<file path="config.mk">
export PLATFORM = sky130hd
export DESIGN_NAME = tmr_core
export DESIGN_NICKNAME = d
export VERILOG_FILES = /design/src/tmr_pkg.sv /design/src/tmr_core.sv
export SDC_FILE = /design/constraint.sdc
export NUM_CORES = 1
export LEC_CHECK = 0
export BUFFER_PORTS_ARGS = -buffer_cell sky130_fd_sc_hd__buf_2
export CORE_AREA = 2 2 205 207
export CTS_BUF_LIST = sky130_fd_sc_hd__clkbuf_8
export CTS_CLUSTER_SIZE = 10
export DETAILED_ROUTE_END_ITERATION = 10
export DIE_AREA = 0 0 207 209
export SLEW_MARGIN = 20
export SYNTH_ARGS = -nofsm -noshare
export SYNTH_HDL_FRONTEND = slang
export SYNTH_SLANG_ARGS = --single-unit
</file>
<file path="constraint.sdc">
create_clock -name clk_sys -period 10 [get_ports clk_sys]
set_clock_uncertainty 0.2 [all_clocks]
set_input_delay 2 -clock clk_sys [delete_from_list [all_inputs] [get_ports clk_sys]]
set_output_delay 2 -clock clk_sys [all_outputs]
set_load 0.1 [all_outputs]
</file>
<file path="src/tmr_pkg.sv">
package tmr_pkg;

	// ----------------------------------------
	// register addresses on the 8-bit io bus
	// ----------------------------------------
	localparam int AW = 6;
	localparam logic [AW-1:0] A_CTRL_A = 6'h00;
	localparam logic [AW-1:0] A_CTRL_B = 6'h01;
	localparam logic [AW-1:0] A_CNT_L = 6'h02;
	localparam logic [AW-1:0] A_CNT_H = 6'h03;
	localparam logic [AW-1:0] A_OCA_L = 6'h04;
	localparam logic [AW-1:0] A_OCA_H = 6'h05;
	localparam logic [AW-1:0] A_OCB_L = 6'h06;
	localparam logic [AW-1:0] A_OCB_H = 6'h07;
	localparam logic [AW-1:0] A_ICR_L = 6'h08;
	localparam logic [AW-1:0] A_ICR_H = 6'h09;
	localparam logic [AW-1:0] A_FLAG = 6'h0a;
	localparam logic [AW-1:0] A_MASK = 6'h0b;
	localparam logic [AW-1:0] A_PSR = 6'h0c;

	// ----------------------------------------
	// field positions
	// ----------------------------------------
	localparam int B_PSR = 0;
	localparam int B_TOV = 2;
	localparam int B_OCFB = 3;
	localparam int B_OCFA = 4;
	localparam int B_ICF = 5;
	localparam int B_ACIC = 3;
	localparam int B_ICES = 6;
	localparam int B_ICNC = 7;

	// ----------------------------------------
	// values
	// ----------------------------------------
	localparam logic [7:0] RST8 = 8'h00;
	localparam logic [15:0] RST16 = 16'h0000;
	localparam logic [15:0] BOTTOM = 16'h0000;
	localparam logic [15:0] MAX = 16'hffff;
	localparam logic [15:0] TOP8 = 16'h00ff;
	localparam logic [15:0] TOP9 = 16'h01ff;
	localparam logic [15:0] TOP10 = 16'h03ff;
	localparam logic [2:0] CS_STOP = 3'h0;
	localparam logic [2:0] CS_DIV1 = 3'h1;
	localparam logic [2:0] CS_DIV8 = 3'h2;
	localparam logic [2:0] CS_DIV64 = 3'h3;
	localparam logic [2:0] CS_DIV256 = 3'h4;
	localparam logic [2:0] CS_DIV1024 = 3'h5;
	localparam logic [2:0] CS_EXT_FALL = 3'h6;
	localparam int PRESC_W = 10;
	localparam int NC_LEN = 4;

	typedef struct packed {
		logic [AW-1:0] addr;
		logic wr;
		logic rd;
		logic [7:0] wdata;
	} tmr_io_s;

	typedef struct packed {
		logic capt;
		logic cmpa;
		logic cmpb;
		logic ovf;
	} tmr_irq_s;

endpackage

</file>
<file path="src/tmr_core.sv">
// What this block does
// - writing one to the prescaler reset bit clears the shared prescaler
// - the reset bit clears itself and always reads back as zero
// - writing zero to the reset bit changes nothing
// - one prescaler reset restarts the period for both sharing timers
// - with no clock source selected the counter neither counts nor clears
// - both active compare values checked on each counter tick; a match sets its flag
// - a pin or comparator edge copies the counter into the capture register, except in modes with capture as top
// - an optional filter drops short spikes before capture
// - top is 0x00ff, 0x01ff, 0x03ff, 0xffff, compare a or capture, per mode
// - compare a as top drives no output and stays double buffered, except in mode 4 where it reloads at once
// - bottom flagged at 0x0000, maximum at 0xffff
// - counter, compares and capture are 16 bits, reached bytewise
// - one 8-bit high-byte holding register serves all 16-bit writes and the counter and capture reads
// - low-byte write loads holding byte and written byte together, capture only in modes with capture as top
// - counter and capture low-byte reads copy the high byte into the holding register
// - compare high-byte reads bypass the holding register
// - four event flags in one flag register, each with its own mask
// - both control registers are plain 8-bit read and write
// - a counter write beats any count or clear in that cycle
// - clock select zero stops counting, counter stays accessible
`timescale 1ns/100ps
module tmr_core #(
	parameter int PW = tmr_pkg::PRESC_W
) (
	input wire logic clk_sys,
	input wire logic resetn,
	input wire logic clk_en,
	input wire tmr_pkg::tmr_io_s io_req,
	output logic [7:0] io_rdata,
	input wire logic ext_clk_pin,
	input wire logic capture_input_pin,
	input wire logic acmp_out,
	input wire tmr_pkg::tmr_irq_s irq_ack,
	output tmr_pkg::tmr_irq_s irq_req,
	output logic shared_prescaler_reset,
	output logic at_bottom,
	output logic at_max,
	output logic at_top
);

	// ----------------------------------------
	// mode decoding
	// ----------------------------------------
	function automatic logic [15:0] top_of(input logic [3:0] m, input logic [15:0] oa,
		input logic [15:0] ic);
		case (m)
			4'h1, 4'h5: top_of = tmr_pkg::TOP8;
			4'h2, 4'h6: top_of = tmr_pkg::TOP9;
			4'h3, 4'h7: top_of = tmr_pkg::TOP10;
			4'h4, 4'h9, 4'hb, 4'hf: top_of = oa;
			4'h8, 4'ha, 4'hc, 4'he: top_of = ic;
			default: top_of = tmr_pkg::MAX;
		endcase
	endfunction

	function automatic logic is_pc(input logic [3:0] m);
		is_pc = (m inside {4'h1, 4'h2, 4'h3, 4'h8, 4'h9, 4'ha, 4'hb});
	endfunction

	function automatic logic icr_top(input logic [3:0] m);
		icr_top = (m inside {4'h8, 4'ha, 4'hc, 4'he});
	endfunction

	// ----------------------------------------
	// pin synchronisers and capture filter
	// ----------------------------------------
	logic [2:0] s1, s2, s3, lvl, next_lvl;
	logic [tmr_pkg::NC_LEN-1:0] nc, next_nc;
	logic cap_f, next_cap_f, cap_prev, t1_prev;
	logic src;
	logic [7:0] ctrl_a, ctrl_b;

	always_comb begin
		for (int i = 0; i < 3; i++) begin
			next_lvl[i] = (s2[i] == s3[i]) ? s3[i] : lvl[i];
		end
		src = ctrl_a[tmr_pkg::B_ACIC] ? lvl[2] : lvl[1];
		next_nc = {nc[tmr_pkg::NC_LEN-2:0], src};
		next_cap_f = cap_f;
		if (!ctrl_b[tmr_pkg::B_ICNC]) begin
			next_cap_f = src;
		end else if (&nc) begin
			next_cap_f = 1'b1;
		end else if (~|nc) begin
			next_cap_f = 1'b0;
		end
	end

	always_ff @(posedge clk_sys or negedge resetn) begin
		if (!resetn) begin
			s1 <= 3'h0;
			s2 <= 3'h0;
			s3 <= 3'h0;
			lvl <= 3'h0;
			nc <= '0;
			cap_f <= 1'b0;
			cap_prev <= 1'b0;
			t1_prev <= 1'b0;
		end else if (clk_en) begin
			s1 <= {acmp_out, capture_input_pin, ext_clk_pin};
			s2 <= s1;
			s3 <= s2;
			lvl <= next_lvl;
			nc <= next_nc;
			cap_f <= next_cap_f;
			cap_prev <= cap_f;
			t1_prev <= lvl[0];
		end
	end

	// ----------------------------------------
	// timer state and register file
	// ----------------------------------------
	logic [PW-1:0] presc, next_presc;
	logic [15:0] cnt, next_cnt, oca, next_oca, ocb, next_ocb;
	logic [15:0] oca_buf, next_oca_buf, ocb_buf, next_ocb_buf, icr, next_icr;
	logic [7:0] temp, next_temp, next_ctrl_a, next_ctrl_b, flags, next_flags;
	logic [7:0] mask, next_mask, next_rdata;
	logic dir_up, next_dir_up, next_psr;
	logic [3:0] mode;
	logic [2:0] cs;
	logic tick, wr, rd, psr_hit, cap_ev, cap_hit, cnt_wr, at_top_i;
	logic [15:0] top;
	logic [7:0] set_f, clr_f, ack_f;

	assign mode = {ctrl_b[4:3], ctrl_a[1:0]};
	assign cs = ctrl_b[2:0];
	assign top = top_of(mode, oca, icr);
	assign at_top_i = (cnt == top);
	assign wr = io_req.wr;
	assign rd = io_req.rd;
	assign psr_hit = wr && io_req.addr == tmr_pkg::A_PSR && io_req.wdata[tmr_pkg::B_PSR];
	assign cnt_wr = wr && io_req.addr == tmr_pkg::A_CNT_L;
	assign cap_ev = ctrl_b[tmr_pkg::B_ICES] ? (cap_f & ~cap_prev) : (~cap_f & cap_prev);
	assign cap_hit = cap_ev && !icr_top(mode);

	always_comb begin
		case (cs)
			tmr_pkg::CS_STOP: tick = 1'b0;
			tmr_pkg::CS_DIV1: tick = 1'b1;
			tmr_pkg::CS_DIV8: tick = &presc[2:0];
			tmr_pkg::CS_DIV64: tick = &presc[5:0];
			tmr_pkg::CS_DIV256: tick = &presc[7:0];
			tmr_pkg::CS_DIV1024: tick = &presc[9:0];
			tmr_pkg::CS_EXT_FALL: tick = ~lvl[0] & t1_prev;
			default: tick = lvl[0] & ~t1_prev;
		endcase
		next_presc = psr_hit ? '0 : presc + PW'(1);
		next_psr = psr_hit;
		next_cnt = cnt;
		next_dir_up = dir_up;
		set_f = 8'h00;
		if (tick) begin
			if (is_pc(mode)) begin
				if (dir_up) begin
					next_dir_up = !at_top_i;
					next_cnt = at_top_i ? cnt - 16'h0001 : cnt + 16'h0001;
				end else begin
					next_dir_up = (cnt == tmr_pkg::BOTTOM);
					next_cnt = next_dir_up ? cnt + 16'h0001 : cnt - 16'h0001;
					set_f[tmr_pkg::B_TOV] = next_dir_up;
				end
			end else begin
				next_cnt = at_top_i ? tmr_pkg::BOTTOM : cnt + 16'h0001;
				set_f[tmr_pkg::B_TOV] = at_top_i;
			end
			set_f[tmr_pkg::B_OCFA] = (cnt == oca);
			set_f[tmr_pkg::B_OCFB] = (cnt == ocb);
		end
		set_f[tmr_pkg::B_ICF] = cap_hit;
		next_temp = temp;
		next_oca_buf = oca_buf;
		next_ocb_buf = ocb_buf;
		next_icr = cap_hit ? cnt : icr;
		next_ctrl_a = ctrl_a;
		next_ctrl_b = ctrl_b;
		next_mask = mask;
		clr_f = 8'h00;
		if (wr) begin
			case (io_req.addr)
				tmr_pkg::A_CNT_H, tmr_pkg::A_OCA_H, tmr_pkg::A_OCB_H, tmr_pkg::A_ICR_H: begin
					next_temp = io_req.wdata;
				end
				tmr_pkg::A_CNT_L: begin
					next_cnt = {temp, io_req.wdata};
					next_dir_up = 1'b1;
				end
				tmr_pkg::A_OCA_L: next_oca_buf = {temp, io_req.wdata};
				tmr_pkg::A_OCB_L: next_ocb_buf = {temp, io_req.wdata};
				tmr_pkg::A_ICR_L: begin
					if (icr_top(mode)) begin
						next_icr = {temp, io_req.wdata};
					end
				end
				tmr_pkg::A_CTRL_A: next_ctrl_a = io_req.wdata;
				tmr_pkg::A_CTRL_B: next_ctrl_b = io_req.wdata;
				tmr_pkg::A_FLAG: clr_f = io_req.wdata;
				tmr_pkg::A_MASK: next_mask = io_req.wdata;
				default: ;
			endcase
		end
		// pwm modes reload the compare values at top, others at once
		next_oca = oca;
		next_ocb = ocb;
		if (!(mode inside {4'h0, 4'h4, 4'hc, 4'hd}) ? (tick && at_top_i) : 1'b1) begin
			next_oca = next_oca_buf;
			next_ocb = next_ocb_buf;
		end
		ack_f = 8'h00;
		ack_f[tmr_pkg::B_TOV] = irq_ack.ovf;
		ack_f[tmr_pkg::B_OCFA] = irq_ack.cmpa;
		ack_f[tmr_pkg::B_OCFB] = irq_ack.cmpb;
		ack_f[tmr_pkg::B_ICF] = irq_ack.capt;
		next_flags = ((flags & ~(clr_f | ack_f)) | set_f) & 8'h3c;
		next_rdata = io_rdata;
		if (rd) begin
			case (io_req.addr)
				tmr_pkg::A_CNT_L: begin
					next_rdata = cnt[7:0];
					next_temp = cnt[15:8];
				end
				tmr_pkg::A_ICR_L: begin
					next_rdata = icr[7:0];
					next_temp = icr[15:8];
				end
				tmr_pkg::A_CNT_H, tmr_pkg::A_ICR_H: next_rdata = temp;
				tmr_pkg::A_OCA_L: next_rdata = oca_buf[7:0];
				tmr_pkg::A_OCA_H: next_rdata = oca_buf[15:8];
				tmr_pkg::A_OCB_L: next_rdata = ocb_buf[7:0];
				tmr_pkg::A_OCB_H: next_rdata = ocb_buf[15:8];
				tmr_pkg::A_CTRL_A: next_rdata = ctrl_a;
				tmr_pkg::A_CTRL_B: next_rdata = ctrl_b;
				tmr_pkg::A_FLAG: next_rdata = flags;
				tmr_pkg::A_MASK: next_rdata = mask;
				default: next_rdata = 8'h00;
			endcase
		end
	end

	always_ff @(posedge clk_sys or negedge resetn) begin
		if (!resetn) begin
			presc <= '0;
			cnt <= tmr_pkg::RST16;
			oca <= tmr_pkg::RST16;
			ocb <= tmr_pkg::RST16;
			oca_buf <= tmr_pkg::RST16;
			ocb_buf <= tmr_pkg::RST16;
			icr <= tmr_pkg::RST16;
			temp <= tmr_pkg::RST8;
			ctrl_a <= tmr_pkg::RST8;
			ctrl_b <= tmr_pkg::RST8;
			flags <= tmr_pkg::RST8;
			mask <= tmr_pkg::RST8;
			io_rdata <= tmr_pkg::RST8;
			dir_up <= 1'b1;
			shared_prescaler_reset <= 1'b0;
		end else if (clk_en) begin
			presc <= next_presc;
			cnt <= next_cnt;
			oca <= next_oca;
			ocb <= next_ocb;
			oca_buf <= next_oca_buf;
			ocb_buf <= next_ocb_buf;
			icr <= next_icr;
			temp <= next_temp;
			ctrl_a <= next_ctrl_a;
			ctrl_b <= next_ctrl_b;
			flags <= next_flags;
			mask <= next_mask;
			io_rdata <= next_rdata;
			dir_up <= next_dir_up;
			shared_prescaler_reset <= next_psr;
		end
	end

	assign at_bottom = (cnt == tmr_pkg::BOTTOM);
	assign at_max = (cnt == tmr_pkg::MAX);
	assign at_top = at_top_i;
	assign irq_req.ovf = flags[tmr_pkg::B_TOV] & mask[tmr_pkg::B_TOV];
	assign irq_req.cmpa = flags[tmr_pkg::B_OCFA] & mask[tmr_pkg::B_OCFA];
	assign irq_req.cmpb = flags[tmr_pkg::B_OCFB] & mask[tmr_pkg::B_OCFB];
	assign irq_req.capt = flags[tmr_pkg::B_ICF] & mask[tmr_pkg::B_ICF];
endmodule // tmr_core

</file>
* After elaboration in Yosys (flattened, before gate mapping)
Index checks and enable logic that the tools add are counted.
Operators by class: shifts and indexed selects 0, multiply operators 0, add/sub/neg operators 3, bitwise gates (word level) 16, eq/ne operators 41, div/mod/pow operators 0, reduce and logical (&&, ||, !) cells 35, magnitude comparators 0, mux-type cells 40
Operators with widths (count):
- two-way mux 16 bit | 16
- case mux 8 bit (11 select lines) | 1
- case mux 16 bit (5 select lines) | 1
- equality test 16 bit | 3
- equality test 4 bit (second input constant) | 8
- equality test 6 x 4 -> 1 bit (second input constant) | 5
- equality test 6 x 3 -> 1 bit (second input constant) | 4
- two-way mux 8 bit | 3
- adder 16 x 1 -> 16 bit (second input constant) | 1
- equality test 16 bit (second input constant) | 1
- equality test 4 x 3 -> 1 bit (second input constant) | 4
- logical NOT 16 bit | 1
- case mux 8 bit (2 select lines) | 1
- OR reduction 4 bit | 4
- subtractor 16 x 1 -> 16 bit (second input constant) | 1
- two-way mux 1 bit | 13
- equality test 6 x 2 -> 1 bit (second input constant) | 2
- two-way mux 6 bit | 2
- OR 6 bit | 2
- AND reduction 2 bit | 6
- AND reduction 3 bit | 4
- adder 10 x 1 -> 10 bit (second input constant) | 1
- two-way mux 10 bit | 1
- AND reduction 10 bit | 1
- other kinds (25) | 49
Storage, ports and cells: register bits 171, output and inout port bits 16, input bits 26, memories kept 0, RAM bits 0, logic and storage cells 160, latch bits 0, memory bits (read-only) 0

* Longest topological paths before layout
Gate-level depths: netlist (run 1).
depth in word-level cells 10, mapped depth 14, mapped depth without buffers 11

* Worst setup path after synthesis (run 1)
No wires, ideal clock.
path kind register -> output, start register ctrl_a[0], end output port at_top, data required time 7.800 ns, setup slack 2.454 ns, cell stages (with the launch flop) 9, buffers on the path 2, arrival time 5.346 ns, path through dfrtp_1 buf_6 or3b_1 buf_2 or4_1 nand3_1 o22ai_1 a2111o_1 nor4b_1
Between the ends: longest elaborated chain between the ends 4, elaborated cells on any way between the ends 21, classes of those cells eq/ne (15); mux (1); reduce/logical (5)
RTL lines:
- start: declaration | RTL line tmr_core.sv:72 | logic [7:0] ctrl_a, ctrl_b;
- start signal: assignment | RTL line tmr_core.sv:251 | ctrl_a <= tmr_pkg::RST8;
- start signal: assignment | RTL line tmr_core.sv:267 | ctrl_a <= next_ctrl_a;
- equality test 4 bit, or another cell as far along | RTL line tmr_core.sv:47 | case (m)
- OR reduction 4 bit or OR reduction 2 bit (tied branches) | RTL line tmr_core.sv:47
- case mux 16 bit (5 select lines) (*) | RTL line tmr_core.sv:47
- equality test 16 bit (*) | RTL line tmr_core.sv:130 | assign at_top_i = (cnt == top);
- end: declaration | RTL line tmr_core.sv:39 | output logic at_top
Every way passes the cells marked *; elsewhere a longest branch is shown, timed or not.

* Worst setup path in the final report (run 1)
Ends and elaborated chain as after synthesis.

==> out/qor.yml, run 1 <==
status: "finished clean"
clk_path_buf_depth: 2
final_cell_area_um2: 11200
synth_fp_nets: 1141
yosys.area.top_type: "dfrtp_1"
post-route-period-util_pct: 62.2
crit_family: "simple AND/OR/NAND/NOR gates"
antenna_left: 0
max_cap_viol_count: 0
swShare_pct: 40.5
placed_area_um2: 10800
insertion_delay_ps: 480
crit_slowest_cell: "dfrtp_1"
drive_gt1_share_pct: 15.1
vias: 9097
synthArstFlopShare_pct: 100
ys.flop_type: "dfrtp_1"
row_count: 75
clock_tree.htree_level_count: 4
grt_first_pass_wirelength_um: 54100
synth_top_area_share_pct: 41.7
finalHoldViolCount: 0
cts_num_sinks: 171
tns_ps: 0
cp-startpoint: "ctrl_a[0]"
routed_wl_um: 35700
worstRegToRegCells: 10
path_cells: "or3b_1 > or4_1 > nand3_1 > o22ai_1 > a2111o_1 > nor4b_1 > buf_4 > buf_2"
die_w_um: 207
clockPowerShare_pct: 23.3
synth_seq_cells: 171
hold_class: "register to register"
cts_buffers: 17
fin_nets: 1127
ys_seq_area_share_pct: 42.0
fmax_mhz: 161
drt_iter0_drc: 1250
cp-end-kind: "output port"
power_density_nw_per_um2: 187
slew_violations: 0
rsz0062_at_grt: "false"
drc_errors: 0
dpl.hpwl_um: 24500
max_stage_delay_ps: 790
synthCells: 1110
yosysWarnings: 0
synthesis.area_um2: 10200
io-pin-count: 42
internal-power_uw: 1250
arrival_ps: 4020
min_from: "io_rdata[6]"
cp.depth: 8
antenna_found_initial: 1
post_cts_resized: 0
root_buffer: "clkbuf_8"
final_cell_mix: "dfrtp_1, nand2_1, nor2_1, o21ai_0, mux2_2"
crit_required_ps: 7800
fin_crit_ps: 6220
power_leakage_uw: 0.00495
worst-path-buf-inv: 2
synth-edff-count: 0
grt.total_usage_pct: 16.3
wl_per_cell_um: 21.7
crit_fanout: 36
viasPerCell: 5.52
path_clk_slew_ps: 90
cts_hold_buf: 0
grt_max_degree: 93
diodes: 0
die_h_um: 209
holdPathStages: 1
setup_violations: 0
utilization_pct: 27.2
peakVddDrop_uv: 99.4
pwr-share-comb_pct: 25.0
crit_type: "register to output port"
grt_pass1_vias: 8559
initial_core_util_pct: 24.7
final_common_cell: "dfrtp_1"
stdcell_count: 1648
switchingPower_uw: 849
first_pass_iters: 6
place.gp.congestion: 0.900
placedCellCount: 1616
p_total_uw: 2100
die_area_um2: 43300
max_slew_margin_pct: 26.5
tritoncts: "done"
synthDistinctLibCells: 67
power_frac_seq_pct: 51.6
port_buffers: 41
synthTopCellsByArea: "dfrtp_1, mux2_2, mux2i_1"
core_area_um2: 41300
synthToLayoutAreaGrowth_pct: 10.0
r2r-start: "ctrl_a[0]"
cts_setup_buffers: 0
reg2reg_slack_ps: 5390
startpoint_type: "register"
syn_avg_cell_area_um2: 9.19
tightest_slew_ps: 1100
overflow: 0
area by class of cell:
class	instances	area [um^2]
Tap cell	539	674
Multi-Input combinational cell	831	5500
Inverter	21	78.8
Clock buffer	17	234
Clock inverter	15	140
Sequential cell	171	4280
Timing Repair Buffer	54	313
Fill cell	4409	30100
synth_stat cells, drive strengths merged, types with 13 or more instances:
library cell  count
nand2b           25
nand3            33
nor2            100
o21ai            82
nor4             13
a31oi            15
xor2             39
and3             13
inv              21
clkbuf           64
nand2           102
o22ai            34
mux2             71
a221o            16
dfrtp           170
nor3             16
buf              23
a22oi            33
a221oi           13
a21oi            47
xnor2            23
mux2i            44
final timing paths:
kind / to
worst min register to register: io_rdata[6]
max in group asynchronous: mask[0]
worst min-delay path: io_rdata[6]
worst max-delay path: at_top
min in group asynchronous: cnt[12]
worst max register to register: ocb[2]
power groups by stage:
| stage | clock, uW | sequential, uW | combinational [uW] |
|---|---|---|---|
| floorplan | 0 | 903 | 478 |
| global placement | 0 | 1080 | 509 |
| detailed placement | 0 | 1080 | 518 |
| CTS | 500 | 1070 | 520 |
| global route | 527 | 1100 | 583 |
| finish | 489 | 1080 | 525 |
per-stage QoR:
| stage | hold WS (ps) | worst slack (ps) |
|---|---|---|
| after detailed placement | 260 | 4330 |
| after global placement | 261 | 4290 |
| after global routing | 301 | 3510 |
| final | 279 | 3780 |
| after floorplan | 263 | 2450 |
| after CTS | 282 | 3810 |
metal layers:
layer | routed length, um | vias to the layer above | GRT usage (%)
li1 | - | 4017 | -
met1 | 15400 | 4510 | 22.4
met2 | 15400 | 461 | 24.3
met3 | 3350 | 107 | 4.24
met4 | 1560 | 2 | 6.85
met5 | 12 | - | 0
sequential cells by signal, summed over array words and instances, names as in the netlist, 10 cells and up:
name,flops
cnt,16
icr,16
oca,16
oca_buf,16
ocb,16
ocb_buf,16
presc,10
logic make-up after synthesis:
family          count (synthesis)  share of synthesized area [%]
xor+xnor                       62                           5.33
compound gates                302                           19.6
flops                         171                           42.0
fa+ha+maj                       5                          0.613
mux                           115                           12.2
buf+inv                       108                           4.25
simple gates                  347                           16.0
worst reg2reg max path, delay by kind of cell (launching register included):
kind	cells	cell delay (ps)
flops	1	790
compound gates	4	930
simple gates	6	2550
(Power assumes the default switching activity.)
==> inputs of run 2 (changes only) <==
==> constraint.sdc (replaced) <==
create_clock -name clk_sys -period 6.3 [get_ports clk_sys]
set_clock_uncertainty 0.2 [all_clocks]
set_input_delay 1.26 -clock clk_sys [delete_from_list [all_inputs] [get_ports clk_sys]]
set_output_delay 1.26 -clock clk_sys [all_outputs]
set_load 0.1 [all_outputs]
==> out/qor.yml, run 2 (synthesis results as in run 1) <==
row_count: 75
cts_hold_buf: 0
cts_buffers: 17
dpl.hpwl_um: 24800
final_cell_mix: "dfrtp_1, nand2_1, nor2_1, o21ai_0, mux2_2"
core_area_um2: 41300
crit_required_ps: 4840
final_cell_area_um2: 11300
power_frac_seq_pct: 49.8
initial_core_util_pct: 24.7
path_clk_slew_ps: 90
power_density_nw_per_um2: 303
antenna_found_initial: 3
placed_area_um2: 10900
first_pass_iters: 8
tns_ps: 0
pwr-share-comb_pct: 25.0
port_buffers: 41
post_cts_resized: 0
cp-end-kind: "output port"
worst-path-buf-inv: 1
utilization_pct: 27.4
io-pin-count: 42
max_cap_viol_count: 0
insertion_delay_ps: 500
switchingPower_uw: 1380
clockPowerShare_pct: 25.2
wl_per_cell_um: 21.9
fillCellCount: 4408
grt.total_usage_pct: 16.6
cp.depth: 7
crit_type: "register to output port"
die_area_um2: 43300
grt_first_pass_wirelength_um: 54700
crit_slowest_cell: "nor2b_1"
max_slew_margin_pct: 26.5
routed_wl_um: 36200
grt_pass1_vias: 8678
swShare_pct: 40.3
drt_iter0_drc: 1118
fmax_mhz: 177
tightest_slew_ps: 1100
antenna_left: 0
grt_max_degree: 83
post-route-period-util_pct: 89.5
vias: 9161
tritoncts: "done"
viasPerCell: 5.54
overflow: 0
cts_setup_buffers: 0
multi_input_area_um2: 5500
hold_class: "register to register"
max_stage_delay_ps: 820
synthToLayoutAreaGrowth_pct: 10.9
fin_crit_ps: 5640
worstRegToRegCells: 10
crit_family: "simple AND/OR/NAND/NOR gates"
die_h_um: 209
internal-power_uw: 2050
holdPathStages: 1
root_buffer: "clkbuf_8"
clock_tree.htree_level_count: 4
drive_gt1_share_pct: 15.8
finalHoldViolCount: 0
die_w_um: 207
rsz0062_at_grt: "false"
arrival_ps: 4180
drc_errors: 0
path_cells: "nor2b_1 > o22ai_1 > mux2i_1 > a22oi_1 > nand4_1 > nor4b_2 > buf_2"
cts_num_sinks: 171
place.gp.congestion: 0.926
peakVddDrop_uv: 151
slew_violations: 0
power_leakage_uw: 0.00500
register_area_um2: 4280
status: "finished clean"
startpoint_type: "register"
crit_fanout: 15
clk_path_buf_depth: 2
setup_violations: 0
final_common_cell: "dfrtp_1"
fin_nets: 1132
[run 2: worst paths after layout]
| check | startpoint | endpoint | slack (ps) |
|---|---|---|---|
| min in group asynchronous | resetn | cnt[10] | 600 |
| worst min register to register | io_rdata[7] | io_rdata[7] | 280 |
| worst max-delay path | ctrl_b[3] | at_top | 660 |
| worst min-delay path | io_rdata[7] | io_rdata[7] | 280 |
| worst max register to register | ctrl_b[3] | oca[12] | 1670 |
| max in group asynchronous | resetn | nc[3] | 4120 |
[run 2: layout make-up]
type,instances,area share (%)
well taps,539,5.96
repair buffers,59,3.06
clock buffers,18,2.19
flip-flops and latches,171,37.8
inverters,21,0.697
clock inverters,14,1.54
multi-input cells,831,48.7
diodes,2,0.0443
[run 2: per-stage QoR]
stage | hold slack (ps) | power, uW | std cells | setup WS [ps]
after global placement | 263 | 2530 | 1621 | 1370
final | 280 | 3420 | 1655 | 664
after detailed placement | 261 | 2550 | 1621 | 1280
after floorplan | 263 | 2190 | 1110 | 1010
after global routing | 291 | 3590 | 1655 | 454
after CTS | 285 | 3410 | 1653 | 769
[run 2: layer usage]
metal	up-vias	global-route usage, %	wire length, um
met5	-	0	7
met4	2	7.83	1400
met3	85	3.97	3580
li1	4030	-	-
met2	503	25.0	15900
met1	4541	22.4	15300
[run 2: power by group through the flow]
stage / clock, uW / combinational [uW] / sequential [uW]
after floorplan: 0 / 760 / 1430
after detailed placement: 0 / 842 / 1700
final: 863 / 856 / 1700
after CTS: 874 / 847 / 1680
after global placement: 0 / 827 / 1700
after global routing: 922 / 951 / 1720
